<file path="config.mk">
export PLATFORM = sky130hd
export DESIGN_NAME = domain_reset_release
export DESIGN_NICKNAME = d
export VERILOG_FILES = /design/src/rtl/domain_reset_pkg.sv /design/src/rtl/domain_reset_release.sv /design/src/rtl/delay_down_counter.sv
export SDC_FILE = /design/constraint.sdc
export NUM_CORES = 1
export LEC_CHECK = 0
export BUFFER_PORTS_ARGS = -buffer_cell sky130_fd_sc_hd__buf_2
export CAP_MARGIN = 20
export CORE_MARGIN = 1
export CORE_UTILIZATION = 40
export DETAILED_ROUTE_END_ITERATION = 8
export GPL_TIMING_DRIVEN = 1
export SYNTH_ARGS = -nofsm -noshare
export SYNTH_HDL_FRONTEND = slang
export SYNTH_SLANG_ARGS = --single-unit
</file>
<file path="constraint.sdc">
create_clock -name I_SYS_CLK -period 2.7 [get_ports I_SYS_CLK]
set_input_delay 0 -clock I_SYS_CLK [delete_from_list [all_inputs] [get_ports I_SYS_CLK]]
set_output_delay 0 -clock I_SYS_CLK [all_outputs]
set_load 0.03 [all_outputs]
</file>
<file path="src/rtl/domain_reset_pkg.sv">
// Constants, types and register map for the domain reset-release sequencer.
// Assumes a single controller clock and a 32-bit APB register port.
package domain_reset_pkg;

  // ==========================================================================
  // Register map
  // ==========================================================================
  localparam int APB_ADDR_W = 12;
  localparam logic [11:0] RESET_WIDTH_OFFSET = 12'h018;
  localparam logic [11:0] RELEASE_LENGTH_OFFSET = 12'h038;
  localparam logic [11:0] SEQ_STATUS_OFFSET = 12'h040;
  localparam logic [11:0] SEQ_CONTROL_OFFSET = 12'h044;

  // ==========================================================================
  // Field layout and reset values
  // ==========================================================================
  localparam int COUNT_FIELD_LSB = 0;
  localparam int COUNT_FIELD_W = 10;
  localparam int CONTROL_START_BIT = 0;
  localparam logic [9:0] RESET_WIDTH_RESET = 10'h010;
  localparam logic [9:0] RELEASE_LENGTH_RESET = 10'h010;

  // ==========================================================================
  // Sequencer states and status word
  // ==========================================================================
  typedef enum logic [2:0] {
    SEQ_IDLE = 3'h0,
    SEQ_HOLD = 3'h1,
    SEQ_EXTEND = 3'h2,
    SEQ_RELEASE = 3'h3,
    SEQ_READY_WAIT = 3'h4,
    SEQ_RUN = 3'h5
  } seq_state_t;

  typedef struct packed {
    logic [15:0] unused;
    logic ready;
    logic reset_n;
    logic hold_ack;
    logic [2:0] state;
    logic [9:0] count;
  } seq_status_t;

  typedef struct packed {
    logic [11:0] addr;
    logic write;
    logic [3:0] strb;
    logic [31:0] wdata;
  } apb_req_t;

endpackage : domain_reset_pkg

</file>
<file path="src/rtl/domain_reset_release.sv">
// Reset-release sequencer for one power domain, with an APB register port.
// Assumes the hold acknowledge arrives asynchronously from the domain and the
// power-up request is a one-cycle pulse on the controller clock.
//
// Local design decision: the APB slave port.
`timescale 1ns/100ps

// How it works
// - On each power-up the domain reset is asserted and held until the domain raises its hold acknowledge.
// - After the acknowledge, reset is extended by a down-counter loaded from bits 9:0 of the reset-width register.
// - The reset-width field gives its value plus one cycles, so 0x000 is one cycle and 0x3ff is 1024.
// - When the reset-width count ends, a second counter is loaded from the release-length field.
// - The release-length field is bits 9:0 with the same value-plus-one encoding, 1 to 1024 cycles.
// - When the second counter reaches zero the active-low domain reset is released.
// - A third counter is loaded from the same release-length field and counts only after the second is at zero.
// - When the third counter reaches zero the domain-ready output is raised.
module domain_reset_release (
  input wire logic I_SYS_CLK,
  input wire logic I_RST,
  input wire logic I_PSEL,
  input wire logic I_PENABLE,
  input wire logic I_PWRITE,
  input wire logic [11:0] I_PADDR,
  input wire logic [3:0] I_PSTRB,
  input wire logic [31:0] I_PWDATA,
  output logic [31:0] O_PRDATA,
  output logic O_PREADY,
  output logic O_PSLVERR,
  input wire logic I_POWER_UP,
  input wire logic I_RESET_HOLD_ACK,
  output logic O_DOMAIN_RESET_N,
  output logic O_DOMAIN_READY
);

  // ==========================================================================
  // Declarations
  // ==========================================================================
  localparam int CW = domain_reset_pkg::COUNT_FIELD_W;
  localparam int LSB = domain_reset_pkg::COUNT_FIELD_LSB;

  if (CW < 9 || CW > 16) begin : g_width_check
    $error("domain_reset_release needs a count field of 9 to 16 bits");
  end

  domain_reset_pkg::seq_state_t state_reg;
  domain_reset_pkg::seq_state_t state_next;
  domain_reset_pkg::seq_status_t status;
  domain_reset_pkg::apb_req_t req;
  logic [CW-1:0] reset_width_reg;
  logic [CW-1:0] release_length_reg;
  logic ack_meta_reg;
  logic ack_sync_reg;
  logic start;
  logic ctrl_start;
  logic bus_write;
  logic setup_phase;
  logic mapped;
  logic [31:0] read_value;
  logic [CW-1:0] ext_count;
  logic [CW-1:0] core_count;
  logic [CW-1:0] ready_count;
  logic ext_zero;
  logic core_zero;
  logic ready_zero;
  logic ext_load;
  logic core_load;
  logic ready_load;

  // ==========================================================================
  // APB slave
  // ==========================================================================
  assign req = '{addr: I_PADDR, write: I_PWRITE, strb: I_PSTRB, wdata: I_PWDATA};
  assign setup_phase = I_PSEL && !I_PENABLE;
  // A write lands only at the edge where the access phase sees pready high.
  assign bus_write = I_PSEL && I_PENABLE && O_PREADY && req.write;
  assign mapped = (req.addr == domain_reset_pkg::RESET_WIDTH_OFFSET) ||
                  (req.addr == domain_reset_pkg::RELEASE_LENGTH_OFFSET) ||
                  (req.addr == domain_reset_pkg::SEQ_STATUS_OFFSET) ||
                  (req.addr == domain_reset_pkg::SEQ_CONTROL_OFFSET);
  assign ctrl_start = bus_write && (req.addr == domain_reset_pkg::SEQ_CONTROL_OFFSET) &&
                      req.strb[0] && req.wdata[domain_reset_pkg::CONTROL_START_BIT];

  always_comb begin
    status = '0;
    status.ready = O_DOMAIN_READY;
    status.reset_n = O_DOMAIN_RESET_N;
    status.hold_ack = ack_sync_reg;
    status.state = state_reg;
    case (state_reg)
      domain_reset_pkg::SEQ_EXTEND: status.count = ext_count;
      domain_reset_pkg::SEQ_RELEASE: status.count = core_count;
      domain_reset_pkg::SEQ_READY_WAIT: status.count = ready_count;
      default: status.count = '0;
    endcase
  end

  always_comb begin
    read_value = 32'h0000_0000;
    case (req.addr)
      domain_reset_pkg::RESET_WIDTH_OFFSET: read_value[LSB +: CW] = reset_width_reg;
      domain_reset_pkg::RELEASE_LENGTH_OFFSET: read_value[LSB +: CW] = release_length_reg;
      domain_reset_pkg::SEQ_STATUS_OFFSET: read_value = status;
      default: read_value = 32'h0000_0000;
    endcase
  end

  // Answer is prepared in the setup cycle so every bus output is a flop and
  // the access phase completes in one cycle.
  always_ff @(posedge I_SYS_CLK or posedge I_RST) begin
    if (I_RST) begin
      O_PREADY <= 1'b0;
      O_PSLVERR <= 1'b0;
      O_PRDATA <= 32'h0000_0000;
    end else begin
      O_PREADY <= setup_phase;
      O_PSLVERR <= setup_phase && !mapped;
      O_PRDATA <= (setup_phase && !req.write) ? read_value : 32'h0000_0000;
    end
  end

  always_ff @(posedge I_SYS_CLK or posedge I_RST) begin
    if (I_RST) begin
      reset_width_reg <= domain_reset_pkg::RESET_WIDTH_RESET;
    end else if (bus_write && (req.addr == domain_reset_pkg::RESET_WIDTH_OFFSET)) begin
      if (req.strb[0]) begin
        reset_width_reg[7:0] <= req.wdata[LSB +: 8];
      end
      if (req.strb[1]) begin
        reset_width_reg[CW-1:8] <= req.wdata[LSB+8 +: CW-8];
      end
    end
  end

  always_ff @(posedge I_SYS_CLK or posedge I_RST) begin
    if (I_RST) begin
      release_length_reg <= domain_reset_pkg::RELEASE_LENGTH_RESET;
    end else if (bus_write && (req.addr == domain_reset_pkg::RELEASE_LENGTH_OFFSET)) begin
      if (req.strb[0]) begin
        release_length_reg[7:0] <= req.wdata[LSB +: 8];
      end
      if (req.strb[1]) begin
        release_length_reg[CW-1:8] <= req.wdata[LSB+8 +: CW-8];
      end
    end
  end

  // ==========================================================================
  // Acknowledge synchroniser
  // ==========================================================================
  always_ff @(posedge I_SYS_CLK or posedge I_RST) begin
    if (I_RST) begin
      ack_meta_reg <= 1'b0;
      ack_sync_reg <= 1'b0;
    end else begin
      ack_meta_reg <= I_RESET_HOLD_ACK;
      ack_sync_reg <= ack_meta_reg;
    end
  end

  // ==========================================================================
  // Sequencer
  // ==========================================================================
  // A new request restarts the sequence from any state.
  assign start = I_POWER_UP || ctrl_start;
  // counters capture the field only at their load
  assign ext_load = (state_reg == domain_reset_pkg::SEQ_HOLD) && ack_sync_reg && !start;
  assign core_load = (state_reg == domain_reset_pkg::SEQ_EXTEND) && ext_zero && !start;
  assign ready_load = (state_reg == domain_reset_pkg::SEQ_RELEASE) && core_zero && !start;

  always_comb begin
    state_next = state_reg;
    case (state_reg)
      domain_reset_pkg::SEQ_HOLD: if (ack_sync_reg) state_next = domain_reset_pkg::SEQ_EXTEND;
      domain_reset_pkg::SEQ_EXTEND: if (ext_zero) state_next = domain_reset_pkg::SEQ_RELEASE;
      domain_reset_pkg::SEQ_RELEASE: if (core_zero) state_next = domain_reset_pkg::SEQ_READY_WAIT;
      domain_reset_pkg::SEQ_READY_WAIT: if (ready_zero) state_next = domain_reset_pkg::SEQ_RUN;
      domain_reset_pkg::SEQ_IDLE,
      domain_reset_pkg::SEQ_RUN: state_next = state_reg;
      default: state_next = domain_reset_pkg::SEQ_IDLE;
    endcase
    if (start) begin
      state_next = domain_reset_pkg::SEQ_HOLD;
    end
  end

  always_ff @(posedge I_SYS_CLK or posedge I_RST) begin
    if (I_RST) begin
      state_reg <= domain_reset_pkg::SEQ_IDLE;
    end else begin
      state_reg <= state_next;
    end
  end

  delay_down_counter #(.WIDTH(CW)) u_reset_extension_count (
    .i_clk(I_SYS_CLK),
    .i_rst(I_RST),
    .i_load(ext_load),
    .i_load_value(reset_width_reg),
    .i_enable(state_reg == domain_reset_pkg::SEQ_EXTEND),
    .o_count(ext_count),
    .o_zero(ext_zero)
  );

  delay_down_counter #(.WIDTH(CW)) u_core_release_counter (
    .i_clk(I_SYS_CLK),
    .i_rst(I_RST),
    .i_load(core_load),
    .i_load_value(release_length_reg),
    .i_enable(state_reg == domain_reset_pkg::SEQ_RELEASE),
    .o_count(core_count),
    .o_zero(core_zero)
  );

  // ready delay counter waits for release
  delay_down_counter #(.WIDTH(CW)) u_ready_delay_counter (
    .i_clk(I_SYS_CLK),
    .i_rst(I_RST),
    .i_load(ready_load),
    .i_load_value(release_length_reg),
    .i_enable(state_reg == domain_reset_pkg::SEQ_READY_WAIT),
    .o_count(ready_count),
    .o_zero(ready_zero)
  );

  always_ff @(posedge I_SYS_CLK or posedge I_RST) begin
    if (I_RST) begin
      O_DOMAIN_RESET_N <= 1'b0;
    end else if (start) begin
      O_DOMAIN_RESET_N <= 1'b0;
    end else if (ready_load) begin
      O_DOMAIN_RESET_N <= 1'b1;
    end
  end

  always_ff @(posedge I_SYS_CLK or posedge I_RST) begin
    if (I_RST) begin
      O_DOMAIN_READY <= 1'b0;
    end else if (start) begin
      O_DOMAIN_READY <= 1'b0;
    end else if ((state_reg == domain_reset_pkg::SEQ_READY_WAIT) && ready_zero) begin
      O_DOMAIN_READY <= 1'b1;
    end
  end

  // ==========================================================================
  // Assertions
  // ==========================================================================
  // Helper: cycles spent in the current state and the value loaded on entry.
  logic [CW:0] span_reg;
  logic [CW-1:0] seg_len_reg;

  always_ff @(posedge I_SYS_CLK or posedge I_RST) begin
    if (I_RST) begin
      span_reg <= '0;
      seg_len_reg <= '0;
    end else begin
      span_reg <= (state_next != state_reg) ? (CW+1)'(1) : span_reg + (CW+1)'(1);
      if (ext_load) begin
        seg_len_reg <= reset_width_reg;
      end else if (core_load || ready_load) begin
        seg_len_reg <= release_length_reg;
      end
    end
  end
endmodule : domain_reset_release

</file>
<file path="src/rtl/delay_down_counter.sv">
// Loadable down-counter that stops at zero.
// Assumes load and enable come from logic on the same clock.
`timescale 1ns/100ps
module delay_down_counter #(
  parameter int WIDTH = 10
) (
  input wire logic i_clk,
  input wire logic i_rst,
  input wire logic i_load,
  input wire logic [WIDTH-1:0] i_load_value,
  input wire logic i_enable,
  output logic [WIDTH-1:0] o_count,
  output logic o_zero
);

  if (WIDTH < 1) begin : g_width_check
    $error("delay_down_counter needs WIDTH of at least 1");
  end

  // Load wins over counting so a fresh sequence never inherits a stale count.
  always_ff @(posedge i_clk or posedge i_rst) begin
    if (i_rst) begin
      o_count <= '0;
    end else if (i_load) begin
      o_count <= i_load_value;
    end else if (i_enable && (o_count != '0)) begin
      o_count <= o_count - WIDTH'(1);
    end
  end

  assign o_zero = (o_count == '0);

endmodule : delay_down_counter

</file>
==> results.sh, run 1 <==
export IMPL_outcome="finished, final reports clean"
export IMPL_period_minus_slack_ns=2.35
export IMPL_timing_final_max_slew_violations=0
export IMPL_grt_remaining_overflow=0
export IMPL_final_hold_viol_count=0
export IMPL_synth_enable_flop_cells=0
export IMPL_grt_setup_unrepaired="false"
export IMPL_multi_input_logic_area_um2=2210
export IMPL_tightest_slew_ns=0.986
export IMPL_cts_buffer_depth=2
export IMPL_chipWidth_um=106
export IMPL_antenna_found_initial=0
export IMPL_vias_per_cell=5.58
export IMPL_placed_area_um2=4690
export IMPL_layout_commonest_cell="sky130_fd_sc_hd__dfrtp_1"
export IMPL_grt_start_max_net_pins=76
export IMPL_synth_cell_type_count=63
export IMPL_drt_total_wl_um=11100
export IMPL_power_leakage_nw=2.35
export IMPL_postRouteAntennaNets=0
export IMPL_syn_area_um2=4290
export IMPL_dr_first_iter_drc_count=205
export IMPL_power_ir_vdd_worst_v=0.000378
export IMPL_place_congestion=0.969
export IMPL_clock_fmax_mhz=426
export IMPL_depth_of_the_critical_timing_path_with_buffers_and_inverters_included=7
export IMPL_r2r_startpoint="u_reset_extension_count.o_count[1]"
export IMPL_worstSkewPairLatency_ns=0.36
export IMPL_setup_reg_to_reg_worst_slack_ns=0.35
export IMPL_critical_path_buf_inv_count=2
export IMPL_dieArea_um2=11200
export IMPL_dr_pass1_iters=4
export IMPL_layout_net_count=559
export IMPL_critPathCaptureType="flip-flop"
export IMPL_routed_wire_length_per_instance_um=17.3
export IMPL_layout_area_overhead_vs_synth_pct=17.1
export IMPL_timing_final_setup_violations=0
export IMPL_layout_worst_path_cycle_share_pct=87.0
export IMPL_finalHoldWorstSlack_ns=0.0388
export IMPL_syn_mean_instance_area_um2=10.0
export IMPL_mostFrequentLayoutCells="sky130_fd_sc_hd__dfrtp_1 (73), sky130_fd_sc_hd__nor2_1 (56), sky130_fd_sc_hd__buf_2 (50)"
export IMPL_regToRegEndpoint="u_core_release_counter.o_count[4]"
export IMPL_tritoncts_num_buffers=9
export IMPL_crit_path_max_fanout=15
export IMPL_numClockSinks=75
export IMPL_dominant_cells_by_area_after_synthesis="sky130_fd_sc_hd__dfrtp_1 (43%), sky130_fd_sc_hd__mux2_2 (6.0%), sky130_fd_sc_hd__mux2i_1 (5.6%), sky130_fd_sc_hd__nor2_1 (4.9%), sky130_fd_sc_hd__a21oi_1 (3.5%)"
export IMPL_startpoint="u_reset_extension_count.o_count[1]"
export IMPL_totalNegativeSetupSlack_ns=0
export IMPL_primary_ff_master_synth="sky130_fd_sc_hd__dfrtp_1"
export IMPL_synth_sequential_area_ratio_pct=43.8
export IMPL_start_kind="flip-flop"
export IMPL_place_hpwl_um=8140
export IMPL_critical_path_data_required_time_ns=2.95
export IMPL_slowest_stage="sky130_fd_sc_hd__dfrtp_1"
export IMPL_finish_utilization_pct=48.5
export IMPL_power_density_nw_per_um2=789
export IMPL_num_fill_cells=979
export IMPL_synthDominantAreaCellType="sky130_fd_sc_hd__dfrtp_1"
export IMPL_grt_pass1_wl_um=18200
export IMPL_largest_register="O_PRDATA"
export IMPL_final_cell_area_excluding_filler_cells_um2=5030
export IMPL_root_buffer="sky130_fd_sc_hd__clkbuf_8"
export IMPL_post_synth_inst_count=428
export IMPL_cp_arrival_ns=2.60
export IMPL_h_tree_depth=3
export IMPL_regArea_um2=1880
export IMPL_clock_skew_final_ns=0.00957
export IMPL_floorplan_rows=37
export IMPL_first_global_vias=3438
export IMPL_worst_path_class_setup="reg2reg"
export IMPL_buffer_ports_inserted=50
export IMPL_grt_util_all_layers_pct=21.3
export IMPL_drive_gt1_share_pct=23.2
export IMPL_ys_async_sr_fraction_pct=100
export IMPL_postSynthRegisterBits=75
export IMPL_syn_warnings=0
export IMPL_dr_total_vias=3575
export IMPL_top_level_ports=91
export IMPL_critical_path_max_stage_delay_ns=0.46
export IMPL_post_cts_setup_buffers=0
export IMPL_die_height_um=106
export IMPL_num_antenna_cells=0
export IMPL_reg2regPathDepth=7
export IMPL_tritoncts="done"
export IMPL_synth_top_area_share_pct=42.5
export IMPL_crit_chain="inv_1 > ha_1 > nor4b_4 > nand2_1 > a2111oi_4 > buf_4 > mux2_2"
export IMPL_initial_core_util_pct=41.4
export IMPL_hp_class="in2reg"
export IMPL_post_route_drc_count=0
export IMPL_number_of_flip_flops_under_the_largest_register_name=16
export IMPL_setup_worst_path_end="u_core_release_counter.o_count[4]"
export IMPL_timing_slew_headroom_pct=34.2
export IMPL_core_area_um2=10400
export IMPL_clkSlewWorstSetupHoldPaths_ns=0.09
export IMPL_largest_delay_share_family_worst_path="simple AND/OR/NAND/NOR gates"
export IMPL_cap_violations=0
cell families (layout without fill, tap and decap cells):
group,Yosys count,after routing,synth area share (%)
compound gates,86,86,15.3
xor+xnor,8,8,1.63
fa+ha+maj,4,4,1.17
buf+inv,48,110,5.97
flops,75,75,43.8
mux,47,47,11.6
other cells,1,16,0.0873
simple gates,159,159,20.5
worst register-to-register path, cell delays in order (launching register included):
cell and delay (ns):
sky130_fd_sc_hd__dfrtp_1 0.46, sky130_fd_sc_hd__inv_1 0.08, sky130_fd_sc_hd__ha_1 0.21, sky130_fd_sc_hd__nor4b_4 0.42
sky130_fd_sc_hd__nand2_1 0.16, sky130_fd_sc_hd__a2111oi_4 0.29, sky130_fd_sc_hd__buf_4 0.26, sky130_fd_sc_hd__mux2_2 0.36
power by group:
part | switching, mW | leakage (nW) | internal (mW)
clock network | 0.460 | 0.0975 | 0.437
logic | 0.791 | 1.28 | 0.649
registers | 0.329 | 0.975 | 1.30
area by class of cell:
type,count,area share [%]
Multi-Input combinational cell,320,44.1
Inverter,14,1.05
Tap cell,136,3.38
Clock buffer,10,2.54
Timing Repair Buffer,80,10.2
Sequential cell,75,37.4
Clock inverter,6,1.44
how the worst min path moves through the flow:
stage,to,start,slack [ns],depth (start not counted)
floorplan,ack_meta_reg,I_RESET_HOLD_ACK,0.03,0
CTS,O_PSLVERR,I_PADDR[6],0.03,5
detailed placement,ack_meta_reg,I_RESET_HOLD_ACK,0.12,1
global placement,ack_meta_reg,I_RESET_HOLD_ACK,0.11,1
global route,release_length_reg[8],I_PSTRB[1],0.09,3
finish,O_PSLVERR,I_PADDR[6],0.04,5
cell usage after synthesis (2+ instances only):
cell	count
sky130_fd_sc_hd__a211o_1	3
sky130_fd_sc_hd__a21oi_1	30
sky130_fd_sc_hd__a221o_1	10
sky130_fd_sc_hd__a311oi_1	2
sky130_fd_sc_hd__a31oi_1	4
sky130_fd_sc_hd__a32o_1	2
sky130_fd_sc_hd__and3_1	8
sky130_fd_sc_hd__and4_1	3
sky130_fd_sc_hd__buf_1	2
sky130_fd_sc_hd__buf_2	7
sky130_fd_sc_hd__buf_4	16
sky130_fd_sc_hd__clkbuf_1	8
sky130_fd_sc_hd__dfrtp_1	73
sky130_fd_sc_hd__dfstp_2	2
sky130_fd_sc_hd__ha_1	4
sky130_fd_sc_hd__inv_1	14
sky130_fd_sc_hd__mux2_2	23
sky130_fd_sc_hd__mux2i_1	24
sky130_fd_sc_hd__nand2_1	24
sky130_fd_sc_hd__nand2b_1	6
sky130_fd_sc_hd__nand3_1	4
sky130_fd_sc_hd__nand3b_1	6
sky130_fd_sc_hd__nand4_1	5
sky130_fd_sc_hd__nand4b_1	2
sky130_fd_sc_hd__nor2_1	56
sky130_fd_sc_hd__nor2b_1	2
sky130_fd_sc_hd__nor3_1	12
sky130_fd_sc_hd__nor3b_1	4
sky130_fd_sc_hd__nor4_1	8
sky130_fd_sc_hd__nor4b_1	3
sky130_fd_sc_hd__nor4bb_1	3
sky130_fd_sc_hd__o211ai_1	4
sky130_fd_sc_hd__o21ai_0	8
sky130_fd_sc_hd__o22a_1	10
sky130_fd_sc_hd__or4_1	2
sky130_fd_sc_hd__xnor2_1	5
sky130_fd_sc_hd__xor2_1	3
per-stage QoR:
stage	setup slack, ns	instances	power [mW]
2_1_floorplan	0.518	443	2.72
3_3_place_gp	0.392	611	3.03
3_5_place_dp	0.387	611	3.05
4_1_cts	0.359	641	3.97
5_1_grt	0.182	641	4.24
6_report	0.352	641	3.97
per-layer routing:
metal / wire [um] / GRT usage (%) / share of wire (%) / up-vias
li1: - / - / - / 1686
met1: 5070 / 29.8 / 46 / 1768
met2: 5210 / 33.5 / 47 / 105
met3: 588 / 3.53 / 5.3 / 16
met4: 208 / 7.44 / 1.9 / 0
met5: 0 / 0 / 0 / -
what timing repair did:
action	4_1_cts	5_1_grt
endpoints found under the hold margin	96	0
gates resized for setup	0	0
hold buffers	14	0
Note: power is estimated with default switching activity, not from simulation.
==> inputs of run 2 (changes only) <==
BUFFER_PORTS_ARGS = not set   (was -buffer_cell sky130_fd_sc_hd__buf_2)
DONT_BUFFER_PORTS = 1   (was not set)
==> run 2 against run 1 <==
  * Clock skew is 0.0027 ns lower
  * Worst setup slack worse by 0.31 ns
  * Die area stayed put
  * Register-to-register slack worse by 0.08 ns
  * Total power is 0.97% higher
  * Worst hold slack worse by 0.035 ns
  * Critical path depth is 1 higher
  * First-iteration DRC count is 5.4% lower
  * Count of clock-buffer cells in the layout is 1 lower
  * Largest cell class unchanged
==> results.sh, run 2 (synthesized netlist as in run 1, its figures left out) <==
export IMPL_clock_skew_final_ns=0.00685
export IMPL_grt_util_all_layers_pct=21.4
export IMPL_start_kind="primary input"
export IMPL_layout_worst_path_cycle_share_pct=98.5
export IMPL_route_top_layer_used="met4"
export IMPL_postRouteAntennaNets=0
export IMPL_grt_setup_unrepaired="false"
export IMPL_layout_net_count=516
export IMPL_num_fill_cells=998
export IMPL_hp_class="in2reg"
export IMPL_dr_first_iter_drc_count=194
export IMPL_root_buffer="sky130_fd_sc_hd__clkbuf_8"
export IMPL_period_minus_slack_ns=2.66
export IMPL_layout_area_overhead_vs_synth_pct=13.9
export IMPL_final_cell_area_excluding_filler_cells_um2=4890
export IMPL_timing_final_max_slew_violations=0
export IMPL_drt_met1_wl_um=4880
export IMPL_place_congestion=0.901
export IMPL_worst_path_class_setup="in2reg"
export IMPL_routed_wire_length_per_instance_um=18.6
export IMPL_hold_path_end="O_PRDATA[6]"
export IMPL_regToRegEndpoint="u_core_release_counter.o_count[1]"
export IMPL_reg2regPathDepth=7
export IMPL_clock_fmax_mhz=376
export IMPL_numClockSinks=75
export IMPL_number_of_flip_flops_under_the_largest_register_name=16
export IMPL_largest_register="O_PRDATA"
export IMPL_cp_arrival_ns=2.91
export IMPL_die_height_um=106
export IMPL_totalNegativeSetupSlack_ns=0
export IMPL_floorplan_rows=37
export IMPL_worst_hold_path_num_cells=3
export IMPL_setup_slack_after_placement_ns=0.326
export IMPL_initial_core_util_pct=41.4
export IMPL_cts_buffer_depth=2
export IMPL_chipWidth_um=106
export IMPL_layout_setup_ws_ns=0.0418
export IMPL_final_hold_viol_count=0
export IMPL_top_level_ports=91
export IMPL_power_ir_vdd_worst_v=0.000449
export IMPL_post_route_drc_count=0
export IMPL_regArea_um2=1880
export IMPL_power_leakage_nw=2.18
export IMPL_dieArea_um2=11200
export IMPL_timing_final_setup_violations=0
export IMPL_mostFrequentLayoutCells="sky130_fd_sc_hd__dfrtp_1 (73), sky130_fd_sc_hd__nor2_1 (56), sky130_fd_sc_hd__a21oi_1 (30)"
export IMPL_vias_per_cell=5.78
export IMPL_wl_met2_um=5300
export IMPL_first_global_vias=3383
export IMPL_core_area_um2=10400
export IMPL_dr_total_vias=3457
export IMPL_grt_remaining_overflow=0
export IMPL_tightest_slew_ns=0.954
export IMPL_finish_utilization_pct=47.2
export IMPL_r2r_startpoint="u_reset_extension_count.o_count[0]"
export IMPL_grt_pass1_wl_um=18100
export IMPL_layout_commonest_cell="sky130_fd_sc_hd__dfrtp_1"
export IMPL_power_density_nw_per_um2=819
export IMPL_worstSkewPairLatency_ns=0.36
export IMPL_drive_gt1_share_pct=14.5
export IMPL_outcome="finished, final reports clean"
export IMPL_place_hpwl_um=8040
export IMPL_grt_start_max_net_pins=76
export IMPL_multi_input_logic_area_um2=2230
export IMPL_placed_area_um2=4420
export IMPL_critPathCaptureType="flip-flop"
export IMPL_tritoncts_num_buffers=9
export IMPL_crit_path_max_fanout=5
export IMPL_dr_pass1_iters=5
export IMPL_timing_slew_headroom_pct=36.4
export IMPL_wl_met3_um=520
export IMPL_drt_total_wl_um=11100
export IMPL_layout_cells_non_filler=598
export IMPL_clkSlewWorstSetupHoldPaths_ns=0.08
export IMPL_worst_hold_startpoint="I_PADDR[5]"
export IMPL_h_tree_depth=3
export IMPL_placedCellCount=559
export IMPL_critical_path_data_required_time_ns=2.95
export IMPL_cap_violations=0
export IMPL_tritoncts="done"
export IMPL_setup_reg_to_reg_worst_slack_ns=0.27
export IMPL_buffer_ports_inserted=0
export IMPL_antenna_found_initial=0
export IMPL_num_antenna_cells=0
run 2: report_power, final:
group	leakage (nW)	internal, mW	total (mW)	switching, mW
combinational	1.09	0.628	1.39	0.762
sequential	0.975	1.30	1.64	0.336
clock	0.110	0.526	0.979	0.453
run 2: final cells by class:
class                           count  share of cell area, %
Clock buffer                        9                   2.53
Clock inverter                      7                   2.02
Inverter                           14                   1.07
Tap cell                          136                   3.48
Timing Repair Buffer               37                   6.86
Multi-Input combinational cell    320                   45.6
Sequential cell                    75                   38.4
run 2: worst max-delay path by stage:
stage / startpoint / end / slack [ns]
6_report: I_PADDR[2] / O_PSLVERR / 0.04
5_1_grt: I_PADDR[2] / O_PSLVERR / 0.002
4_1_cts: I_PADDR[2] / O_PSLVERR / 0.1
3_5_place_dp: u_reset_extension_count.o_count[0] / u_core_release_counter.o_count[1] / 0.33
3_3_place_gp: u_reset_extension_count.o_count[0] / u_core_release_counter.o_count[1] / 0.36
2_1_floorplan: u_core_release_counter.o_count[0] / u_ready_delay_counter.o_count[1] / 0.52
run 2: repair_timing:
| action | in CTS | in global routing |
|---|---|---|
| gates resized for setup | 0 | 2 |
| hold endpoints to repair | 110 | 0 |
| hold buffers | 23 | 0 |
| buffers inserted | 0 | 0 |
| endpoints found under the setup margin | 0 | 1 |
run 2: per-stage QoR:
step	power [mW]	hold slack, ns
3_5_place_dp	2.99	0.0315
4_1_cts	4.01	0.00187
6_report	4.01	0.00371
5_1_grt	4.28	0.00773
3_3_place_gp	2.97	0.0315
2_1_floorplan	2.72	0.0314
run 2: worst max-delay path, cell delays in order:
cell	delay, ns
sky130_fd_sc_hd__dlygate4sd3_1	0.59
sky130_fd_sc_hd__nor4bb_4	0.31
sky130_fd_sc_hd__dlygate4sd3_1	0.60
sky130_fd_sc_hd__nand2_1	0.07
sky130_fd_sc_hd__dlygate4sd3_1	0.58
sky130_fd_sc_hd__a21oi_1	0.14
sky130_fd_sc_hd__dlygate4sd3_1	0.57
sky130_fd_sc_hd__nor2_1	0.06
run 2: routing by layer:
layer | vias to the layer above | GRT usage [%]
li1 | 1598 | -
met1 | 1720 | 27.5
met2 | 109 | 34.1
met3 | 30 | 3.71
met4 | 0 | 11.8
met5 | - | 0
==> inputs of run 3 (changes only) <==
SETUP_SLACK_MARGIN = 0.15   (was not set)
==> run 3 against run 2 <==
  * Clock skew up 0.0015 ns
  * The flow now finishes with violations (negative hold slack)
  * Final area fell by 0.10%
  * Worst setup slack better by 0.23 ns
  * Die area is the same
  * Global-route usage is 0.094 points higher
  * Count of clock-buffer cells in the layout unchanged
  * Highest routed layer unchanged
  * Register-to-register slack about the same
  * Via count shrank 1.4%
  * Critical path depth down 1
  * Clock power hardly changed
  * Total power about the same
  * Largest cell class unchanged
==> results.sh, run 3 (synthesized netlist as in run 1, its figures left out) <==
export IMPL_final_hold_viol_count=1
export IMPL_grt_util_all_layers_pct=21.5
export IMPL_tightest_slew_ns=0.950
export IMPL_crit_path_max_fanout=18
export IMPL_tritoncts="done"
export IMPL_grt_remaining_overflow=0
export IMPL_startpoint="u_reset_extension_count.o_count[0]"
export IMPL_dr_pass1_iters=5
export IMPL_worstSkewPairLatency_ns=0.36
export IMPL_hp_class="in2reg"
export IMPL_largest_register="O_PRDATA"
export IMPL_drt_total_wl_um=11100
export IMPL_power_density_nw_per_um2=821
export IMPL_post_cts_hold_buffer_count=24
export IMPL_postRouteAntennaNets=0
export IMPL_clock_fmax_mhz=411
export IMPL_initial_core_util_pct=41.4
export IMPL_post_cts_setup_buffers=0
export IMPL_power_ir_vdd_worst_v=0.000449
export IMPL_layout_area_overhead_vs_synth_pct=13.8
export IMPL_grt_pass1_wl_um=18200
export IMPL_setup_worst_path_end="u_core_release_counter.o_count[4]"
export IMPL_worst_path_class_setup="reg2reg"
export IMPL_final_cell_area_excluding_filler_cells_um2=4880
export IMPL_layout_commonest_cell="sky130_fd_sc_hd__dfrtp_1"
export IMPL_outcome="complete, but fails checks"
export IMPL_power_mw=4.01
export IMPL_die_height_um=106
export IMPL_r2r_startpoint="u_reset_extension_count.o_count[0]"
export IMPL_drive_gt1_share_pct=14.3
export IMPL_critical_path_data_required_time_ns=2.95
export IMPL_finalHoldWorstSlack_ns=-0.000281
export IMPL_num_antenna_cells=0
export IMPL_mostFrequentLayoutCells="sky130_fd_sc_hd__dfrtp_1 (73), sky130_fd_sc_hd__nor2_1 (56), sky130_fd_sc_hd__a21oi_1 (30)"
export IMPL_totalNegativeSetupSlack_ns=0
export IMPL_cp_arrival_ns=2.68
export IMPL_place_congestion=0.901
export IMPL_timing_final_setup_violations=0
export IMPL_chipWidth_um=106
export IMPL_floorplan_rows=37
export IMPL_cts_buffer_depth=2
export IMPL_h_tree_depth=3
export IMPL_clock_skew_final_ns=0.00838
export IMPL_number_of_flip_flops_under_the_largest_register_name=16
export IMPL_layout_net_count=517
export IMPL_start_kind="flip-flop"
export IMPL_cap_violations=0
export IMPL_cts_repair_resized=0
export IMPL_place_hpwl_um=8040
export IMPL_grt_setup_unrepaired="false"
export IMPL_antenna_found_initial=0
export IMPL_core_area_um2=10400
export IMPL_vias_per_cell=5.69
export IMPL_clkSlewWorstSetupHoldPaths_ns=0.08
export IMPL_placed_area_um2=4420
export IMPL_reg2regPathDepth=7
export IMPL_first_global_vias=3389
export IMPL_routed_wire_length_per_instance_um=18.6
export IMPL_dieArea_um2=11200
export IMPL_timing_final_max_slew_violations=0
export IMPL_setup_reg_to_reg_worst_slack_ns=0.27
export IMPL_top_level_ports=91
export IMPL_grt_start_max_net_pins=76
export IMPL_period_minus_slack_ns=2.43
export IMPL_critPathCaptureType="flip-flop"
export IMPL_power_leakage_nw=2.17
export IMPL_numClockSinks=75
export IMPL_buffer_ports_inserted=0
export IMPL_timing_slew_headroom_pct=36.6
export IMPL_layout_worst_path_cycle_share_pct=90.1
export IMPL_regToRegEndpoint="u_core_release_counter.o_count[4]"
export IMPL_dr_first_iter_drc_count=191
export IMPL_root_buffer="sky130_fd_sc_hd__clkbuf_8"
export IMPL_dr_total_vias=3409
export IMPL_violations="negative hold slack"
export IMPL_tritoncts_num_buffers=9
export IMPL_post_route_drc_count=0
## run 3: cell types whose count changed in the layout (fill, tap and decap cells not counted), sizes merged
| cell | before | now |
|---|---|---|
| dlygate4sd3 | 23 | 24 |
## run 3: area by class of cell
cell class / instances / area (um^2)
fill: 993 / 5490
inverter: 14 / 52.6
multi-input combinational: 320 / 2210
clock buffer: 9 / 124
timing repair buffer: 38 / 345
tap: 136 / 170
clock inverter: 7 / 98.8
sequential: 75 / 1880
## run 3: worst min path at each step
stage	startpoint	endpoint	cells after the start
after global routing	I_PADDR[5]	O_PRDATA[6]	3
final	I_PADDR[5]	O_PRDATA[6]	3
after floorplan	I_RESET_HOLD_ACK	ack_meta_reg	0
after global placement	I_RESET_HOLD_ACK	ack_meta_reg	0
after CTS	I_PADDR[5]	O_PRDATA[6]	3
after detailed placement	I_RESET_HOLD_ACK	ack_meta_reg	0
## run 3: worst max-delay path: stages, from the launching register on
cell	delay, ns
sky130_fd_sc_hd__dfrtp_1	0.46
sky130_fd_sc_hd__inv_1	0.10
sky130_fd_sc_hd__ha_1	0.23
sky130_fd_sc_hd__nor4b_4	0.43
sky130_fd_sc_hd__nand2_1	0.18
sky130_fd_sc_hd__a2111oi_4	0.30
sky130_fd_sc_hd__buf_4	0.27
sky130_fd_sc_hd__mux2_2	0.35
## run 3: stage by stage
stage                     setup WS, ns  cells  util (%)  hold WS (ns)
after floorplan                  0.518    443         -        0.0314
after global placement           0.355    559      42.6        0.0315
after detailed placement         0.326    559      42.6        0.0315
after CTS                        0.308    599      47.1       0.00187
after global routing             0.153    599      47.1       0.00773
final                            0.267    599      47.1     -0.000281
## run 3: power breakdown
group	switching [mW]	internal [mW]
clock	0.455	0.526
combinational	0.765	0.627
sequential	0.334	1.30
## run 3: routing by layer
layer / GRT usage [%] / vias to the layer above / share of wire (%)
met5: 0 / - / 0
met2: 34.4 / 104 / 48
met1: 27.5 / 1677 / 44
li1: - / 1602 / -
met4: 11.7 / 0 / 3.7
met3: 3.77 / 26 / 4.6
